--- src/hdl/pdwc_pkg.sv ---
/*
 * pdwc_pkg: constants and types of the power-down and wake controller.
 * assumes a single 20 MHz core clock and an AXI4-Lite register port.
 */
package pdwc_pkg;
    localparam int unsigned CLK_HZ       = 20_000_000;
    // register indices; byte address is four times the index
    localparam int unsigned OPTION_IDX   = 32'h0000_0081;
    localparam int unsigned CONFIG_IDX   = 32'h0000_2007;
    localparam int unsigned STATUS_IDX   = 32'h0000_0100;
    localparam int unsigned CONTROL_IDX  = 32'h0000_0101;
    localparam logic [15:0] OPTION_ADDR  = 16'(OPTION_IDX * 4);
    localparam logic [15:0] CONFIG_ADDR  = 16'(CONFIG_IDX * 4);
    localparam logic [15:0] STATUS_ADDR  = 16'(STATUS_IDX * 4);
    localparam logic [15:0] CONTROL_ADDR = 16'(CONTROL_IDX * 4);
    localparam logic [7:0]  OPTION_RST   = 8'hff;
    localparam int unsigned OPT_POST_SEL = 3;
    localparam int unsigned OPT_PS_LSB   = 0;
    localparam int unsigned CFG_WD_EN    = 2;
    localparam int unsigned CFG_OSC_LSB  = 0;
    localparam logic [1:0]  OSC_MODE_RC  = 2'h3;
    localparam int unsigned ST_DOWN      = 0;
    localparam int unsigned ST_TO        = 1;
    localparam int unsigned ST_ASLEEP    = 2;
    localparam int unsigned CTL_PORST    = 0;
    localparam int unsigned IRQ_PORT     = 0;
    localparam int unsigned IRQ_EXT      = 1;
    localparam int unsigned IRQ_TMR      = 2;
    localparam logic [2:0]  IRQ_WAKE_MSK = 3'h3;
    localparam int unsigned OST_TOSC     = 1024;
    localparam int unsigned OST_CYCLES   = OST_TOSC;
    localparam int unsigned WDT_US       = 18_000;
    localparam int unsigned WDT_CYCLES   = WDT_US * (CLK_HZ / 1_000_000);
    localparam logic [1:0]  RESP_OKAY    = 2'h0;
    localparam logic [1:0]  RESP_SLVERR  = 2'h2;

    typedef enum logic [3:0] {
        S_RUN    = 4'h1,
        S_SLEEP  = 4'h2,
        S_START  = 4'h4,
        S_RESUME = 4'h8
    } pdwc_state_type;
endpackage : pdwc_pkg

--- src/hdl/pdwc_sync.sv ---
/*
 * pdwc_sync: two flip-flop synchroniser for one pin level.
 * assumes the pin is asynchronous to clk_i.
 */
`timescale 1ns/1ps
`default_nettype none
module pdwc_sync #(
    parameter logic RST_VAL = 1'b1
) (
    input  wire logic clk_i,
    input  wire logic sys_rst_i,
    input  wire logic pin_i,
    output logic      level_o
);
    typedef struct packed {
        logic s1;
        logic s2;
    } pdwc_sync_type;

    pdwc_sync_type q_ff;
    pdwc_sync_type nxt_q;

    always_comb begin
        nxt_q    = q_ff;
        nxt_q.s1 = pin_i;
        nxt_q.s2 = q_ff.s1;
    end

    always_ff @(posedge clk_i) begin
        if (sys_rst_i) begin
            q_ff <= '{s1: RST_VAL, s2: RST_VAL};
        end else begin
            q_ff <= nxt_q;
        end
    end

    assign level_o = q_ff.s2;
endmodule : pdwc_sync
`default_nettype wire

--- src/hdl/pdwc_top.sv ---
/*
 * pdwc_top: power-down and wake controller of a small core.
 * assumes the core gives one-cycle pulses when it executes the
 * power-down or watchdog-clear instruction, and its interrupt flags
 * and enables on the same clock; the reset pin is asynchronous.
 */
// The AXI4-Lite register port was decided locally.
`timescale 1ns/1ps
`default_nettype none
module pdwc_top #(
    parameter int unsigned WDT_CYCLES = pdwc_pkg::WDT_CYCLES
) (
    input  wire logic        clk_i,
    input  wire logic        sys_rst_i,
    input  wire logic [15:0] s_axi_awaddr_i,
    input  wire logic        s_axi_awvalid_i,
    output logic             s_axi_awready_o,
    input  wire logic [31:0] s_axi_wdata_i,
    input  wire logic [3:0]  s_axi_wstrb_i,
    input  wire logic        s_axi_wvalid_i,
    output logic             s_axi_wready_o,
    output logic [1:0]       s_axi_bresp_o,
    output logic             s_axi_bvalid_o,
    input  wire logic        s_axi_bready_i,
    input  wire logic [15:0] s_axi_araddr_i,
    input  wire logic        s_axi_arvalid_i,
    output logic             s_axi_arready_o,
    output logic [31:0]      s_axi_rdata_o,
    output logic [1:0]       s_axi_rresp_o,
    output logic             s_axi_rvalid_o,
    input  wire logic        s_axi_rready_i,
    input  wire logic [7:0]  config_word_i,
    input  wire logic        master_clear_pin_i,
    input  wire logic        sleep_exec_i,
    input  wire logic        watchdog_clear_instruction_i,
    input  wire logic [2:0]  irq_flag_i,
    input  wire logic [2:0]  irq_en_i,
    input  wire logic        global_irq_enable_i,
    input  wire logic [7:0]  port_out_i,
    input  wire logic [7:0]  port_oe_i,
    output logic [7:0]       port_out_o,
    output logic [7:0]       port_oe_o,
    output logic             osc_drive_en_o,
    output logic             core_reset_o,
    output logic             prefetch_next_o,
    output logic             resume_o,
    output logic             vector_irq_o,
    output logic             timer_stop_o,
    output logic             powered_down_flag_o,
    output logic             timeout_flag_o
);
    typedef struct packed {
        pdwc_pkg::pdwc_state_type st;
        logic                     dn;
        logic                     to;
        logic [7:0]               opt;
        logic [7:0]               cfg;
        logic                     cfg_ld;
        logic [10:0]              ost;
        logic [7:0]               pout;
        logic [7:0]               poe;
        logic                     rst_out;
        logic                     irq_wake;
        logic                     bvalid;
        logic [1:0]               bresp;
        logic                     rvalid;
        logic [31:0]              rdata;
        logic [1:0]               rresp;
    } pdwc_top_type;

    localparam logic [10:0] OST_LAST = 11'(pdwc_pkg::OST_CYCLES - 1);

    pdwc_top_type q_ff;
    pdwc_top_type nxt_q;
    logic         mc_lvl;
    logic         mc_low;
    logic         wdt_to;
    logic         wdt_en;
    logic         wdt_clr;
    logic         wake_irq;
    logic         rc_mode;
    logic         aw_go;
    logic         ar_go;
    logic [33:0]  rd;

    // address decode shared by the read path; unmapped gives slverr
    function automatic logic [33:0] reg_read(
        input logic [15:0] addr,
        input logic [7:0]  opt,
        input logic [7:0]  cfg,
        input logic [7:0]  stat
    );
        logic [33:0] r;
        r = {pdwc_pkg::RESP_SLVERR, 32'h0000_0000};
        case (addr)
            pdwc_pkg::OPTION_ADDR: r = {pdwc_pkg::RESP_OKAY, 24'h0, opt};
            pdwc_pkg::CONFIG_ADDR: r = {pdwc_pkg::RESP_OKAY, 24'h0, cfg};
            pdwc_pkg::STATUS_ADDR: r = {pdwc_pkg::RESP_OKAY, 24'h0, stat};
            pdwc_pkg::CONTROL_ADDR: r = {pdwc_pkg::RESP_OKAY, 32'h0};
            default: r = {pdwc_pkg::RESP_SLVERR, 32'h0000_0000};
        endcase
        return r;
    endfunction : reg_read

    pdwc_sync #(
        .RST_VAL (1'b1)
    ) u_mc_sync (
        .clk_i     (clk_i),
        .sys_rst_i (sys_rst_i),
        .pin_i     (master_clear_pin_i),
        .level_o   (mc_lvl)
    );

    pdwc_wdt #(
        .BASE_CYCLES (WDT_CYCLES)
    ) u_wdt (
        .clk_i     (clk_i),
        .sys_rst_i (sys_rst_i),
        .enable_i  (wdt_en),
        .clear_i   (wdt_clr),
        .post_sel_i (q_ff.opt[pdwc_pkg::OPT_POST_SEL]),
        .ps_i      (q_ff.opt[pdwc_pkg::OPT_PS_LSB +: 3]),
        .timeout_o (wdt_to)
    );

    assign mc_low   = !mc_lvl;
    assign wdt_en   = q_ff.cfg_ld && q_ff.cfg[pdwc_pkg::CFG_WD_EN];
    assign rc_mode  = q_ff.cfg[pdwc_pkg::CFG_OSC_LSB +: 2]
                      == pdwc_pkg::OSC_MODE_RC;
    // timer flag is masked: the timer is frozen while asleep
    assign wake_irq = |(irq_flag_i & irq_en_i
                        & pdwc_pkg::IRQ_WAKE_MSK);
    assign aw_go    = s_axi_awvalid_i && s_axi_wvalid_i && !q_ff.bvalid;
    assign ar_go    = s_axi_arvalid_i && !q_ff.rvalid;
    assign rd       = reg_read(s_axi_araddr_i, q_ff.opt, q_ff.cfg,
                               {5'h00,
                                q_ff.st == pdwc_pkg::S_SLEEP,
                                q_ff.to, q_ff.dn});

    always_comb begin
        nxt_q         = q_ff;
        nxt_q.rst_out = 1'b0;
        wdt_clr       = 1'b0;
        // strap is caught once, on the first edge after reset release
        if (!q_ff.cfg_ld) begin
            nxt_q.cfg    = config_word_i;
            nxt_q.cfg_ld = 1'b1;
        end
        case (q_ff.st)
            pdwc_pkg::S_RUN: begin
                nxt_q.pout = port_out_i;
                nxt_q.poe  = port_oe_i;
                if (watchdog_clear_instruction_i) begin
                    wdt_clr = 1'b1;
                end
                if (sleep_exec_i) begin
                    nxt_q.st   = pdwc_pkg::S_SLEEP;
                    nxt_q.pout = q_ff.pout;
                    nxt_q.poe  = q_ff.poe;
                    nxt_q.dn   = 1'b0;
                    nxt_q.to   = 1'b1;
                    wdt_clr    = 1'b1;
                end else if (wdt_to) begin
                    // internal reset only; the reset pin is never driven
                    nxt_q.rst_out = 1'b1;
                    nxt_q.to      = 1'b0;
                end
            end
            pdwc_pkg::S_SLEEP: begin
                // evaluated every cycle, so an irq already pending at
                // entry wakes on the very next cycle
                if ((wdt_to && wdt_en) || wake_irq) begin
                    wdt_clr        = 1'b1;
                    nxt_q.irq_wake = !(wdt_to && wdt_en);
                    nxt_q.ost      = 11'h000;
                    if (wdt_to && wdt_en) begin
                        nxt_q.to = 1'b0;
                    end
                    if (rc_mode) begin
                        nxt_q.st = pdwc_pkg::S_RESUME;
                    end else begin
                        nxt_q.st = pdwc_pkg::S_START;
                    end
                end
            end
            pdwc_pkg::S_START: begin
                nxt_q.ost = q_ff.ost + 11'h001;
                if (q_ff.ost == OST_LAST) begin
                    nxt_q.st = pdwc_pkg::S_RESUME;
                end
            end
            pdwc_pkg::S_RESUME: begin
                nxt_q.st = pdwc_pkg::S_RUN;
            end
            default: begin
                nxt_q.st = pdwc_pkg::S_RUN;
            end
        endcase
        // master clear wins over the next state, watchdog clear and reset output: a full core reset
        if (mc_low) begin
            nxt_q.st      = pdwc_pkg::S_RUN;
            nxt_q.rst_out = 1'b1;
            wdt_clr       = 1'b1;
        end
        // register bus: address and data are taken together
        if (aw_go) begin
            nxt_q.bvalid = 1'b1;
            nxt_q.bresp  = pdwc_pkg::RESP_OKAY;
            case (s_axi_awaddr_i)
                pdwc_pkg::OPTION_ADDR: begin
                    if (s_axi_wstrb_i[0]) begin
                        nxt_q.opt = s_axi_wdata_i[7:0];
                    end
                end
                pdwc_pkg::CONTROL_ADDR: begin
                    // software-visible power-on marker: set pd and to
                    if (s_axi_wstrb_i[0]
                        && s_axi_wdata_i[pdwc_pkg::CTL_PORST]) begin
                        nxt_q.dn = 1'b1;
                        nxt_q.to = 1'b1;
                    end
                end
                default: begin
                    nxt_q.bresp = pdwc_pkg::RESP_SLVERR;
                end
            endcase
        end else if (q_ff.bvalid && s_axi_bready_i) begin
            nxt_q.bvalid = 1'b0;
        end
        if (ar_go) begin
            nxt_q.rvalid = 1'b1;
            nxt_q.rresp  = rd[33:32];
            nxt_q.rdata  = rd[31:0];
        end else if (q_ff.rvalid && s_axi_rready_i) begin
            nxt_q.rvalid = 1'b0;
        end
    end

    always_ff @(posedge clk_i) begin
        if (sys_rst_i) begin
            q_ff     <= '0;
            q_ff.st  <= pdwc_pkg::S_RUN;
            q_ff.dn  <= 1'b1;
            q_ff.to  <= 1'b1;
            q_ff.opt <= pdwc_pkg::OPTION_RST;
        end else begin
            q_ff <= nxt_q;
        end
    end

    assign s_axi_awready_o     = aw_go;
    assign s_axi_wready_o      = aw_go;
    assign s_axi_bvalid_o      = q_ff.bvalid;
    assign s_axi_bresp_o       = q_ff.bresp;
    assign s_axi_arready_o     = !q_ff.rvalid;
    assign s_axi_rvalid_o      = q_ff.rvalid;
    assign s_axi_rdata_o       = q_ff.rdata;
    assign s_axi_rresp_o       = q_ff.rresp;
    assign port_out_o          = q_ff.pout;
    assign port_oe_o           = q_ff.poe;
    assign osc_drive_en_o      = q_ff.st != pdwc_pkg::S_SLEEP;
    assign core_reset_o        = q_ff.rst_out;
    assign prefetch_next_o     = sleep_exec_i
                                 && q_ff.st == pdwc_pkg::S_RUN;
    assign resume_o            = q_ff.st == pdwc_pkg::S_RESUME;
    assign vector_irq_o        = resume_o && q_ff.irq_wake
                                 && global_irq_enable_i;
    assign timer_stop_o        = q_ff.st != pdwc_pkg::S_RUN;
    assign powered_down_flag_o = q_ff.dn;
    assign timeout_flag_o      = q_ff.to;

    // counted apart from the start-up counter so a broken one shows
    logic [10:0] start_len_ff;
    always_ff @(posedge clk_i) begin
        if (sys_rst_i || q_ff.st != pdwc_pkg::S_START) begin
            start_len_ff <= 11'h000;
        end else begin
            start_len_ff <= start_len_ff + 11'h001;
        end
    end
endmodule : pdwc_top
`default_nettype wire

--- src/hdl/pdwc_wdt.sv ---
/*
 * pdwc_wdt: watchdog base counter with its shared postscaler.
 * assumes clear and enable come from logic on the same clock.
 */
`timescale 1ns/1ps
`default_nettype none
module pdwc_wdt #(
    parameter int unsigned BASE_CYCLES = pdwc_pkg::WDT_CYCLES,
    parameter int unsigned CNT_W       = 20
) (
    input  wire logic       clk_i,
    input  wire logic       sys_rst_i,
    input  wire logic       enable_i,
    input  wire logic       clear_i,
    input  wire logic       post_sel_i,
    input  wire logic [2:0] ps_i,
    output logic            timeout_o
);
    typedef struct packed {
        logic [CNT_W-1:0] base;
        logic [7:0]       post;
        logic             to;
    } pdwc_wdt_type;

    localparam logic [CNT_W-1:0] BASE_LAST = CNT_W'(BASE_CYCLES - 1);

    pdwc_wdt_type q_ff;
    pdwc_wdt_type nxt_q;
    logic [7:0]   post_last;

    always_comb begin
        nxt_q     = q_ff;
        nxt_q.to  = 1'b0;
        post_last = 8'((9'h001 << ps_i) - 9'h001);
        if (clear_i || !enable_i) begin
            nxt_q.base = '0;
            nxt_q.post = '0;
        end else if (q_ff.base == BASE_LAST) begin
            nxt_q.base = '0;
            if (!post_sel_i || q_ff.post == post_last) begin
                nxt_q.post = '0;
                nxt_q.to   = 1'b1;
            end else begin
                nxt_q.post = q_ff.post + 8'h01;
            end
        end else begin
            nxt_q.base = q_ff.base + CNT_W'(1);
        end
    end

    always_ff @(posedge clk_i) begin
        if (sys_rst_i) begin
            q_ff <= '0;
        end else begin
            q_ff <= nxt_q;
        end
    end

    assign timeout_o = q_ff.to;
endmodule : pdwc_wdt
`default_nettype wire
--- config.mk ---
export PLATFORM = sky130hd
export DESIGN_NAME = pdwc_top
export DESIGN_NICKNAME = d
export VERILOG_FILES = /design/src/hdl/pdwc_pkg.sv /design/src/hdl/pdwc_sync.sv /design/src/hdl/pdwc_top.sv /design/src/hdl/pdwc_wdt.sv
export SDC_FILE = /design/constraint.sdc
export NUM_CORES = 1
export LEC_CHECK = 0
export BUFFER_PORTS_ARGS = -buffer_cell sky130_fd_sc_hd__buf_2
export CORE_UTILIZATION = 35
export DETAILED_ROUTE_END_ITERATION = 8
export PLACE_DENSITY_LB_ADDON = 0.25
export RECOVER_POWER = 25
export REMOVE_ABC_BUFFERS = 1
export SLEW_MARGIN = 5
export SYNTH_ARGS = -nofsm -noshare
export SYNTH_HDL_FRONTEND = slang
export SYNTH_SLANG_ARGS = --single-unit
export TNS_END_PERCENT = 30
--- constraint.sdc ---
create_clock -name clk_i -period 2 [get_ports clk_i]
set_input_delay 0.2 -clock clk_i [delete_from_list [all_inputs] [get_ports clk_i]]
set_output_delay 0.2 -clock clk_i [all_outputs]
set_load 0.01 [all_outputs]
Word level (Yosys, flattened, before mapping)

Cells that the tools add are included.

Logic and storage cells: 117
Output and inout port bits: 65
Register bits after elaboration: 121
Input port bits: 109

Reductions and logical operators: 33
Equality and inequality tests: 19
Multiplexer cells: 35
Bitwise operators: 4
Add/subtract/negate cells: 4
Shift-type cells: 1

Operators with widths:

| kind                  | count |
|---|---|
| $pmux 34 s4           | 1 |
| $eq 16x11->1 const B  | 3 |
| $eq 16x10->1 const B  | 2 |
| $mux 8                | 3 |
| $pmux 11 s2           | 1 |
| $add 20x1->20 const B | 1 |
| $eq 20x19->1 const B  | 1 |
| $mux 1                | 18 |
| $eq 16x16->1 const B  | 1 |
| $mux 4                | 3 |
| $pmux 4 s3            | 1 |
| $add 11x1->11 const B | 1 |
| $eq 11x10->1 const B  | 1 |
| $logic_and 1x1->1     | 11 |
| $mux 11               | 1 |
| $mux 10               | 1 |
| $add 8x1->8 const B   | 1 |
| $eq 8x8->1            | 1 |
| $reduce_or 2->1       | 4 |
| $shl 1x3->8 const A   | 1 |
| $sub 8x1->8 const B   | 1 |
| $mux 2                | 3 |
| $reduce_and 2->1      | 3 |
| $reduce_and 3->1      | 2 |
| 17 further kinds      | 30 |

Depth between registers and ports, before layout

Gate-level depths: netlist of run 1.

Depth in word-level cells: 8
Mapped depth: 8
Depth with buffers taken out: 6

Cells and area by module

From an unflattened synthesis of run 1, not the netlist that was laid out.

Cells, all modules: 572
Area total of the unflattened synthesis: 4803.4 µm²

By module, submodules not included:

| module    | cells each | seq. area each (µm²) | times used | area each (µm²) |
|---|---|---|---|---|
| pdwc_top  | 382        | 1281.2               | 1          | 3194.3 |
| pdwc_wdt  | 186        | 580.6                | 1          | 1556.5 |
| pdwc_sync | 4          | 40.0                 | 1          | 52.6 |

Least setup slack after synthesis of run 1

No wires, ideal clock.

Path type: register to register
Start point: reg u_wdt.q_ff[24] (netlist name)
End point: reg u_wdt.q_ff[28] (netlist name)
Period minus slack after synthesis: 2.154 ns
Required time: 1.885 ns
Library setup time: 0.115 ns
Arrival time: 2.039 ns
Slack: -0.154 ns
Cell stages (with the launch flop): 8
Path buffers: 2
Path through: dfxtp_1 or4b_1 or4_1 buf_4 or2_1 nand2_2 buf_6 nor2_1

Cells in the longest elaborated chain, start to end: 2
Elaborated cells on any way between the ends: 3
Classes of those cells: add/sub: 1; eq/ne: 1; reduce/logical: 1

Ends and longest elaborated chain:

| element                                                               | RTL line       | text |
|---|---|---|
| start, declared                                                       | pdwc_wdt.sv:27 | `pdwc_wdt_type q_ff;` |
| start signal, assigned                                                | pdwc_wdt.sv:55 | `q_ff <= nxt_q;` |
| parallel branches: the longest is 2 deep, another holds $add 20x1->20 | n/a            |  |

Parallel ways; which one is timed is not known.
A chain may end at the register's enable or synchronous reset.

Worst setup path in the final report of run 1

Start point: reg u_wdt.q_ff[24] (netlist name)
End point: reg u_wdt.q_ff (netlist bit u_wdt.timeout_o)

Cells in the longest elaborated chain, start to end: 3

Ends and longest elaborated chain:

| element                          | RTL line       | text |
|---|---|---|
| $eq 20x19->1                     | pdwc_wdt.sv:38 | `end else if (q_ff.base == BASE_LAST) begin` |
| $not 1->1 (no source line)       | n/a            |  |
| $reduce_or 3->1 (no source line) | n/a            |  |

Every way passes these cells.

==> results of run 1 <==
[routing by layer]
| layer | vias up | part of all wire, % |
|---|---|---|
| li1 | 2024 | - |
| met1 | 1846 | 46 |
| met2 | 127 | 46 |
| met3 | 15 | 6.3 |
| met4 | 0 | 1.6 |
| met5 | - | 0 |
[cells in the mapped netlist (all sizes together) (2+ instances only)]
cell    count  area, sq um
clkbuf     20        75.07
a211oi     19        147.6
o21ai      10        50.04
a221oi      5        43.79
or2         3        18.77
nor4        6        52.55
and4        6        52.55
mux2i      15        150.1
buf        55        416.7
dfxtp      95         1902
nor2       61        231.5
inv        13        48.80
o31ai       4        30.03
nor4b       8        82.58
a222oi      3        30.03
and3        8        50.05
xnor2      26        227.7
nor3       11        60.06
xor2        8        70.07
nand3b      2        15.01
nand2b      3        18.77
ha          3        37.54
or4b        2        20.02
a22oi       4        30.03
and2        2        12.51
nand3      16        80.08
nand4      11        75.07
nand2      70        265.3
a21oi      31        155.2
[per-stage QoR]
step,util [%],TNS [ns]
5_1_grt,44.05,-0.05699
2_1_floorplan,-,-8.523
3_3_place_gp,41.22,-0.3851
6_report,44.05,0
3_5_place_dp,41.22,-0.3975
4_1_cts,43.79,0
[state kept, by name, indices dropped and copies added, names as in the netlist]
name                 count
s_axi_rresp_o            1
u_mc_sync.level_o        1
s_axi_bvalid_o           1
port_out_o               8
u_mc_sync.nxt_q          1
u_wdt.q_ff              28
powered_down_flag_o      1
port_oe_o                8
s_axi_rvalid_o           1
q_ff                    33
timeout_flag_o           1
s_axi_bresp_o            1
core_reset_o             1
s_axi_rdata_o            8
u_wdt.timeout_o          1
[layout make-up]
cell class | instances | area (sq um) | area share (%)
Sequential cell | 95 | 1906 | 34.00
Clock inverter | 5 | 81.33 | 1.451
Inverter | 14 | 52.55 | 0.9377
Tap cell | 172 | 215.2 | 3.840
Multi-Input combinational cell | 379 | 2312 | 41.26
Clock buffer | 11 | 232.7 | 4.153
Timing Repair Buffer | 147 | 804.5 | 14.36
[cell families after synthesis]
kind of cell	Yosys count
xor+xnor	34
fa+ha+maj	3
flops	95
other cells	1
buf+inv	89
mux	15
compound gates	87
simple gates	214
[path summary, 6_finish.rpt]
kind,start,to,slack (ns),cells after the start
setup / recovery,u_wdt.q_ff[24]$_SDFF_PP0_,u_wdt.timeout_o$_SDFF_PP0_,0.05,6
hold / removal,master_clear_pin_i,u_mc_sync.nxt_q[0]$_SDFF_PP1_,0.03,2
setup reg to reg,u_wdt.q_ff[24]$_SDFF_PP0_,u_wdt.timeout_o$_SDFF_PP0_,0.05,6
hold reg to reg,u_mc_sync.nxt_q[0]$_SDFF_PP1_,u_mc_sync.level_o$_SDFF_PP1_,0.42,1
[what timing repair did]
item                       in CTS  in global routing
setup endpoints to repair       7                  7
gates resized for setup         4                 13
hold endpoints to repair        0                  0
pin swaps                       3                  5
[power breakdown]
group	switching, mW	internal, mW
Clock	0.729	1.10
Sequential	0.0375	1.95
Combinational	0.221	0.159
==> results.json, run 1 <==
{
  "status": "finished, final reports clean",
  "die_x_um": 116.6,
  "synth-simple-area-share_pct": 23.39,
  "use_met3_pct": 4.515,
  "globalRoute.totalOverflow": 0,
  "postCtsHoldBufs": 0,
  "gp_congestion": 0.7881,
  "placed_area_sq_um": 5244,
  "synthCells": 538,
  "dp_hpwl_um": 8017,
  "cts.sink_count": 95,
  "hp-class": "in2reg",
  "ys_warn_count": 0,
  "nets": 758,
  "rsz0062_at_grt": "yes",
  "cp-start-kind": "register",
  "crit_path_end_kind": "register",
  "dieHeight_um": 116.6,
  "power_density_nw_per_um2": 748.4,
  "max_freq_mhz": 511.8,
  "crit_chain": "or4b_1 > or4_4 > buf_8 > nor2_2 > buf_6 > and3_1",
  "slowest_stage": "or4b_1",
  "cts_tree": "done",
  "final_common_cell": "buf_2",
  "wire_per_inst_um": 13.08,
  "path_buf_inv": 2,
  "antenna_found_initial": 0,
  "hold_ws_ns": 0.03307,
  "placement_rows": 41,
  "grt_use_met2_pct": 26.71,
  "grt.busiest_layer": "met2",
  "core_sq_um": 12720,
  "clk_latency_ns": 0.34,
  "area_growth_pct": 21.84,
  "grt.total_usage_pct": 16.63,
  "portBuffers": 118,
  "grt_max_degree": 32,
  "cpPeakStageDelay_ns": 0.51,
  "place_ws_ns": -0.09756,
  "root_buffer": "clkbuf_16",
  "synthAdderAreaFrac_pct": 0.8161,
  "grt_first_pass_wirelength_um": 17460,
  "slew_headroom_pct": 8.031,
  "path_class": "reg2reg",
  "drv_slew": 0,
  "drive_above_1_share_pct": 25.65,
  "ant_nets": 0,
  "cts.clk_slew.worst_paths_ns": 0.07,
  "synth_edf_count": 0,
  "clock_path_buffers": 2,
  "avgSynthCellArea_sq_um": 8.549,
  "layout_setup_ws_ns": 0.04607,
  "critical_path.max_fanout": 7,
  "cp_top_family": "simple AND/OR/NAND/NOR gates",
  "fin_area_sq_um": 5604,
  "p_leak_nw": 2.216,
  "synth-compound-area-share_pct": 12.79,
  "dr.pass1.iters": 5,
  "numCtsBuffers": 9,
  "instances_no_fill": 823,
  "antenna_cells": 0,
  "netlist_area_sq_um": 4599,
  "cp.arrival_ns": 2.24,
  "required_ns": 2.29,
  "worst_pin_slew_ns": 1.380,
  "drt-initial-drc-count": 110,
  "finalPower_mw": 4.194,
  "min_period_ns": 1.954,
  "setup_viol": 0,
  "async_flop_share_pct": 0,
  "period_share_pct": 97.70,
  "grt_use_met1_pct": 20.99,
  "htreeDepth": 3,
  "synth_top_family_by_area": "simple AND/OR/NAND/NOR gates",
  "ys_types": 58,
  "wirelength_um": 10760,
  "synth-seq-cells": 95,
  "hold_viol": 0,
  "synthXorXnorAreaFrac_pct": 6.474,
  "vias": 4012,
  "start_util_pct": 36.15,
  "drv_cap": 0,
  "synth.mux.area_fraction_pct": 3.264,
  "skew_ns": 0.01103,
  "synth_ff_type": "dfxtp_1",
  "mostFrequentLayoutCells": "buf_2, dfxtp_1, nand2_1",
  "fillers": 1299,
  "dp_cells": 807,
  "io_pins": 174,
  "via_per_inst": 4.875,
  "seq_area_frac_synth_pct": 41.35,
  "first_global_vias": 3654,
  "post_cts_buffers": 0,
  "die_area_sq_um": 13600,
  "peakVddDrop_uv": 375.2,
  "drc": 0
}
No activity file was read; power rests on OpenSTA's default activity.
==> run 2, diff against run 1 <==
Clock period 2 ns to 2.3 ns, I/O delays scaled along.
==> run 2 against run 1 <==
Compared with the run above: cell area fell by 3.3%; sequential cell count did not move; final cell count fell by 1.5%; die area did not move; first-iteration DRC count shrank 13%; routed wire length decreased by 2.6%; clock skew decreased by 0.0057 ns; count of clock-buffer cells in the layout fell by 1; hold slack better by 0.038 ns; total power decreased by 16%; sequential share of layout area up 1.1 points; via count shrank 3.6%; critical endpoint is now u_wdt.q_ff[6]$_SDFFE_PP0N_.
==> results.json, run 2 (synthesis gave the netlist of run 1 again) <==
{
  "status": "finished, final reports clean",
  "tns_ns": 0,
  "globalRoute.totalOverflow": 0,
  "wire_per_inst_um": 12.92,
  "area_growth_pct": 17.85,
  "top_regs": "q_ff: 33 flops, u_wdt.q_ff: 28 flops",
  "dieHeight_um": 116.6,
  "start_util_pct": 36.15,
  "cts.sink_count": 95,
  "largest_register": "q_ff",
  "hp-class": "in2reg",
  "post-route-util_pct": 42.60,
  "drv_cap": 0,
  "post_cts_buffers": 0,
  "drc": 0,
  "io_pins": 174,
  "wirelength_um": 10480,
  "numCtsBuffers": 9,
  "slowest_stage": "or4_1",
  "drive_above_1_share_pct": 22.38,
  "nets": 746,
  "antenna_cells": 0,
  "core_sq_um": 12720,
  "fillers": 1318,
  "p_leak_nw": 2.093,
  "ant_nets": 0,
  "worst_pin_slew_ns": 1.291,
  "cts.clk_slew.worst_paths_ns": 0.06,
  "gp_congestion": 0.7662,
  "die_x_um": 116.6,
  "postCtsHoldBufs": 0,
  "first_global_vias": 3659,
  "rsz0062_at_grt": "yes",
  "placement_rows": 41,
  "htreeDepth": 3,
  "grt.total_usage_pct": 16.21,
  "required_ns": 2.55,
  "skew_ns": 0.005282,
  "dr.pass1.iters": 4,
  "hold_viol": 0,
  "mostFrequentLayoutCells": "buf_2, dfxtp_1, nand2_1",
  "cp_top_family": "simple AND/OR/NAND/NOR gates",
  "setup_viol": 0,
  "peakVddDrop_uv": 347.2,
  "dp_hpwl_um": 7839,
  "largest_register_ffs": 33,
  "antenna_found_initial": 0,
  "dp_cells": 795,
  "min_period_ns": 2.234,
  "power_density_nw_per_um2": 648.5,
  "final_common_cell": "buf_2",
  "cp-start-kind": "register",
  "portBuffers": 118,
  "vias": 3866,
  "instances_no_fill": 811,
  "cts-resized-gates": 0,
  "drv_slew": 0,
  "cpPeakStageDelay_ns": 0.52,
  "via_per_inst": 4.767,
  "cts_tree": "done",
  "finalPower_mw": 3.515,
  "clock_path_buffers": 2,
  "crit_chain": "or4b_1 > or4_1 > buf_4 > nor4_4 > xnor2_1 > a211oi_2",
  "crit_path_end_kind": "register",
  "path_class": "reg2reg",
  "slew_headroom_pct": 13.96,
  "clk_latency_ns": 0.34,
  "critical_path.max_fanout": 7,
  "root_buffer": "clkbuf_16",
  "path_buf_inv": 1,
  "die_area_sq_um": 13600,
  "period_share_pct": 97.13,
  "grt_max_degree": 27,
  "grt_first_pass_wirelength_um": 17270,
  "cp.arrival_ns": 2.49,
  "max_freq_mhz": 447.6,
  "drt-initial-drc-count": 96
}
[run 2: path summary, 6_finish.rpt]
check	to	depth (start not counted)	startpoint	slack [ns]
max	u_wdt.q_ff[6]$_SDFFE_PP0N_	6	u_wdt.q_ff[24]$_SDFF_PP0_	0.07
min	s_axi_rvalid_o$_SDFFE_PP0P_	2	s_axi_rready_i	0.07
max reg2reg	u_wdt.q_ff[6]$_SDFFE_PP0N_	6	u_wdt.q_ff[24]$_SDFF_PP0_	0.07
min reg2reg	u_mc_sync.level_o$_SDFF_PP1_	1	u_mc_sync.nxt_q[0]$_SDFF_PP1_	0.42
[run 2: area by class of cell]
cell class                 instances  area (sq um)  area share, %
timing repair buffer             135         696.9          12.86
multi-input combinational        379          2263          41.76
inverter                          14         52.55         0.9695
tap                              172         215.2          3.970
clock buffer                      10         229.0          4.224
sequential                        95          1902          35.09
clock inverter                     6         61.31          1.131
[run 2: metal layers]
metal	vias up	track usage, %	wire length (um)
met5	-	0	0
met2	119	25.36	4693
met4	0	5.738	172
met3	12	5.034	711
li1	1994	-	-
met1	1741	21.03	4899
[run 2: through the flow]
stage | area, sq um | setup slack [ns] | hold WS [ns]
detailed placement | 5154 | 0.1085 | 0.4118
floorplan | 4202 | -0.2911 | 0.2991
global route | 5420 | -0.001226 | 0.07443
finish | 5420 | 0.06596 | 0.07104
global placement | 5154 | 0.1558 | 0.3968
CTS | 5444 | 0.08195 | 0.06043
[run 2: power breakdown]
part	internal, mW	total (mW)	switching (mW)	leakage (nW)
clock network	0.839	1.46	0.624	0.142
registers	1.69	1.73	0.0322	0.773
logic	0.134	0.324	0.190	1.18
total	2.67	3.52	0.847	2.09
==> run 3, diff against run 2 <==
Settings changed: CAP_MARGIN set to 0, CTS_BUF_LIST set to sky130_fd_sc_hd__clkbuf_16.
==> run 3 against run 2 <==
Compared with the run above: via count is the same; register-to-register slack about the same; largest cell class unchanged; clock skew about the same; worst setup slack stayed put.
==> results.json, run 3 (synthesis gave the netlist of run 1 again) <==
{
  "slew_headroom_pct": 13.96,
  "numCtsBuffers": 9,
  "setup_viol": 0,
  "largest_register_ffs": 33,
  "period_share_pct": 97.13,
  "hp-start": "s_axi_rready_i",
  "htreeDepth": 3,
  "root_buffer": "clkbuf_16",
  "first_global_vias": 3659,
  "globalRoute.totalOverflow": 0,
  "reg2reg_slack_ns": 0.07,
  "drc": 0,
  "post_cts_buffers": 0,
  "skew_ns": 0.005486,
  "path_class": "reg2reg",
  "placement_rows": 41,
  "dp_hpwl_um": 7839,
  "clk_latency_ns": 0.34,
  "clock_path_buffers": 2,
  "portBuffers": 118,
  "fin_area_sq_um": 5420,
  "hp-class": "in2reg",
  "die_x_um": 116.6,
  "hold_depth": 2,
  "dr.pass1.iters": 4,
  "status": "finished, final reports clean",
  "drv_cap": 0,
  "p_leak_nw": 2.097,
  "cts_tree": "done",
  "r2r_start": "u_wdt.q_ff[24]$_SDFF_PP0_",
  "largest_register": "q_ff",
  "core_sq_um": 12720,
  "mostFrequentLayoutCells": "buf_2, dfxtp_1, nand2_1",
  "startpoint": "u_wdt.q_ff[24]$_SDFF_PP0_",
  "antenna_found_initial": 0,
  "wirelength_um": 10480,
  "grt.total_usage_pct": 16.21,
  "worst_pin_slew_ns": 1.291,
  "cts.sink_count": 95,
  "antenna_cells": 0,
  "drt-initial-drc-count": 96,
  "via_per_inst": 4.767,
  "reg2reg_to": "u_wdt.q_ff[6]$_SDFFE_PP0N_",
  "finalPower_mw": 3.511,
  "grt_max_degree": 27,
  "final_common_cell": "buf_2",
  "peakVddDrop_uv": 347.2,
  "vias": 3866,
  "dieHeight_um": 116.6,
  "die_area_sq_um": 13600,
  "max_freq_mhz": 447.6,
  "grt_first_pass_wirelength_um": 17270,
  "rr_worst_depth": 6,
  "placed_area_sq_um": 5154,
  "postCtsHoldBufs": 0,
  "cts-resized-gates": 0,
  "cts.clk_slew.worst_paths_ns": 0.06,
  "min_period_ns": 2.234,
  "wire_per_inst_um": 12.92,
  "hold_viol": 0,
  "drv_slew": 0,
  "slowest_stage": "or4_1",
  "start_util_pct": 36.15,
  "ant_nets": 0,
  "rsz0062_at_grt": "yes",
  "required_ns": 2.55,
  "power_density_nw_per_um2": 647.8,
  "cpPeakStageDelay_ns": 0.52,
  "drive_above_1_share_pct": 22.38,
  "crit_chain": "or4b_1 > or4_1 > buf_4 > nor4_4 > xnor2_1 > a211oi_2",
  "gp_congestion": 0.7662,
  "critical_path.max_fanout": 7,
  "crit_path_end_kind": "register",
  "nets": 746,
  "io_pins": 174,
  "cp.arrival_ns": 2.49,
  "top_regs": "q_ff: 33 flops, u_wdt.q_ff: 28 flops",
  "whs_endpoint": "s_axi_rvalid_o$_SDFFE_PP0P_",
  "area_growth_pct": 17.85,
  "cp-start-kind": "register"
}
==> run 3: changes by cell type in the layout (fill, tap and decap cells not counted) <==
cell / change
clkbuf_1: -1
inv_1: +1
==> run 3: report_power, final <==
group,switching [mW],internal [mW]
combinational,0.190,0.134
clock,0.625,0.835
sequential,0.0322,1.69
total,0.847,2.66
==> run 3: worst max-delay path by stage <==
stage                                             to  slack [ns]  cells after the start
after floorplan                q_ff[76]$_SDFFE_PP1P_       -0.29                      5
after global placement    u_wdt.q_ff[6]$_SDFFE_PP0N_        0.16                      6
after detailed placement  u_wdt.q_ff[6]$_SDFFE_PP0N_        0.11                      6
after CTS                 u_wdt.q_ff[6]$_SDFFE_PP0N_        0.08                      6
after global routing      u_wdt.q_ff[6]$_SDFFE_PP0N_      -0.001                      6
final                     u_wdt.q_ff[6]$_SDFFE_PP0N_        0.07                      6
==> run 3: metal layers <==
layer / share of wire, % / global-route usage [%] / vias up
li1: - / - / 1994
met1: 47 / 21.03 / 1741
met2: 45 / 25.36 / 119
met3: 6.8 / 5.034 / 12
met4: 1.6 / 5.738 / 0
met5: 0 / 0 / -
==> run 3: stage by stage <==
stage               instances    TNS, ns  util [%]  setup slack, ns  hold WS, ns
finish                    811          0     42.60          0.06596      0.07104
global route              811  -0.001226     42.60        -0.001226      0.07443
CTS                       811          0     42.79          0.08195      0.06043
detailed placement        795          0     40.51           0.1085       0.4118
global placement          795          0     40.51           0.1558       0.3968
floorplan                 488     -2.329         -          -0.2911       0.2991
==> run 3: final cells by class <==
type	count	area [sq um]
repair buffers	135	696.9
clock inverters	7	65.06
well taps	172	215.2
multi-input cells	379	2263
clock buffers	9	225.2
fillers	1318	7302
inverters	14	52.55
flip-flops and latches	95	1902
==> run 3: critical path, delay by kind of cell, from the launching register on <==
kind | cells | cell delay, ns
and+or+nand+nor | 3 | 1.29
AOI/OAI and AO/OA | 1 | 0.20
DFF | 1 | 0.35
xor gates and xnor gates | 1 | 0.11
buffers and inverters | 1 | 0.20
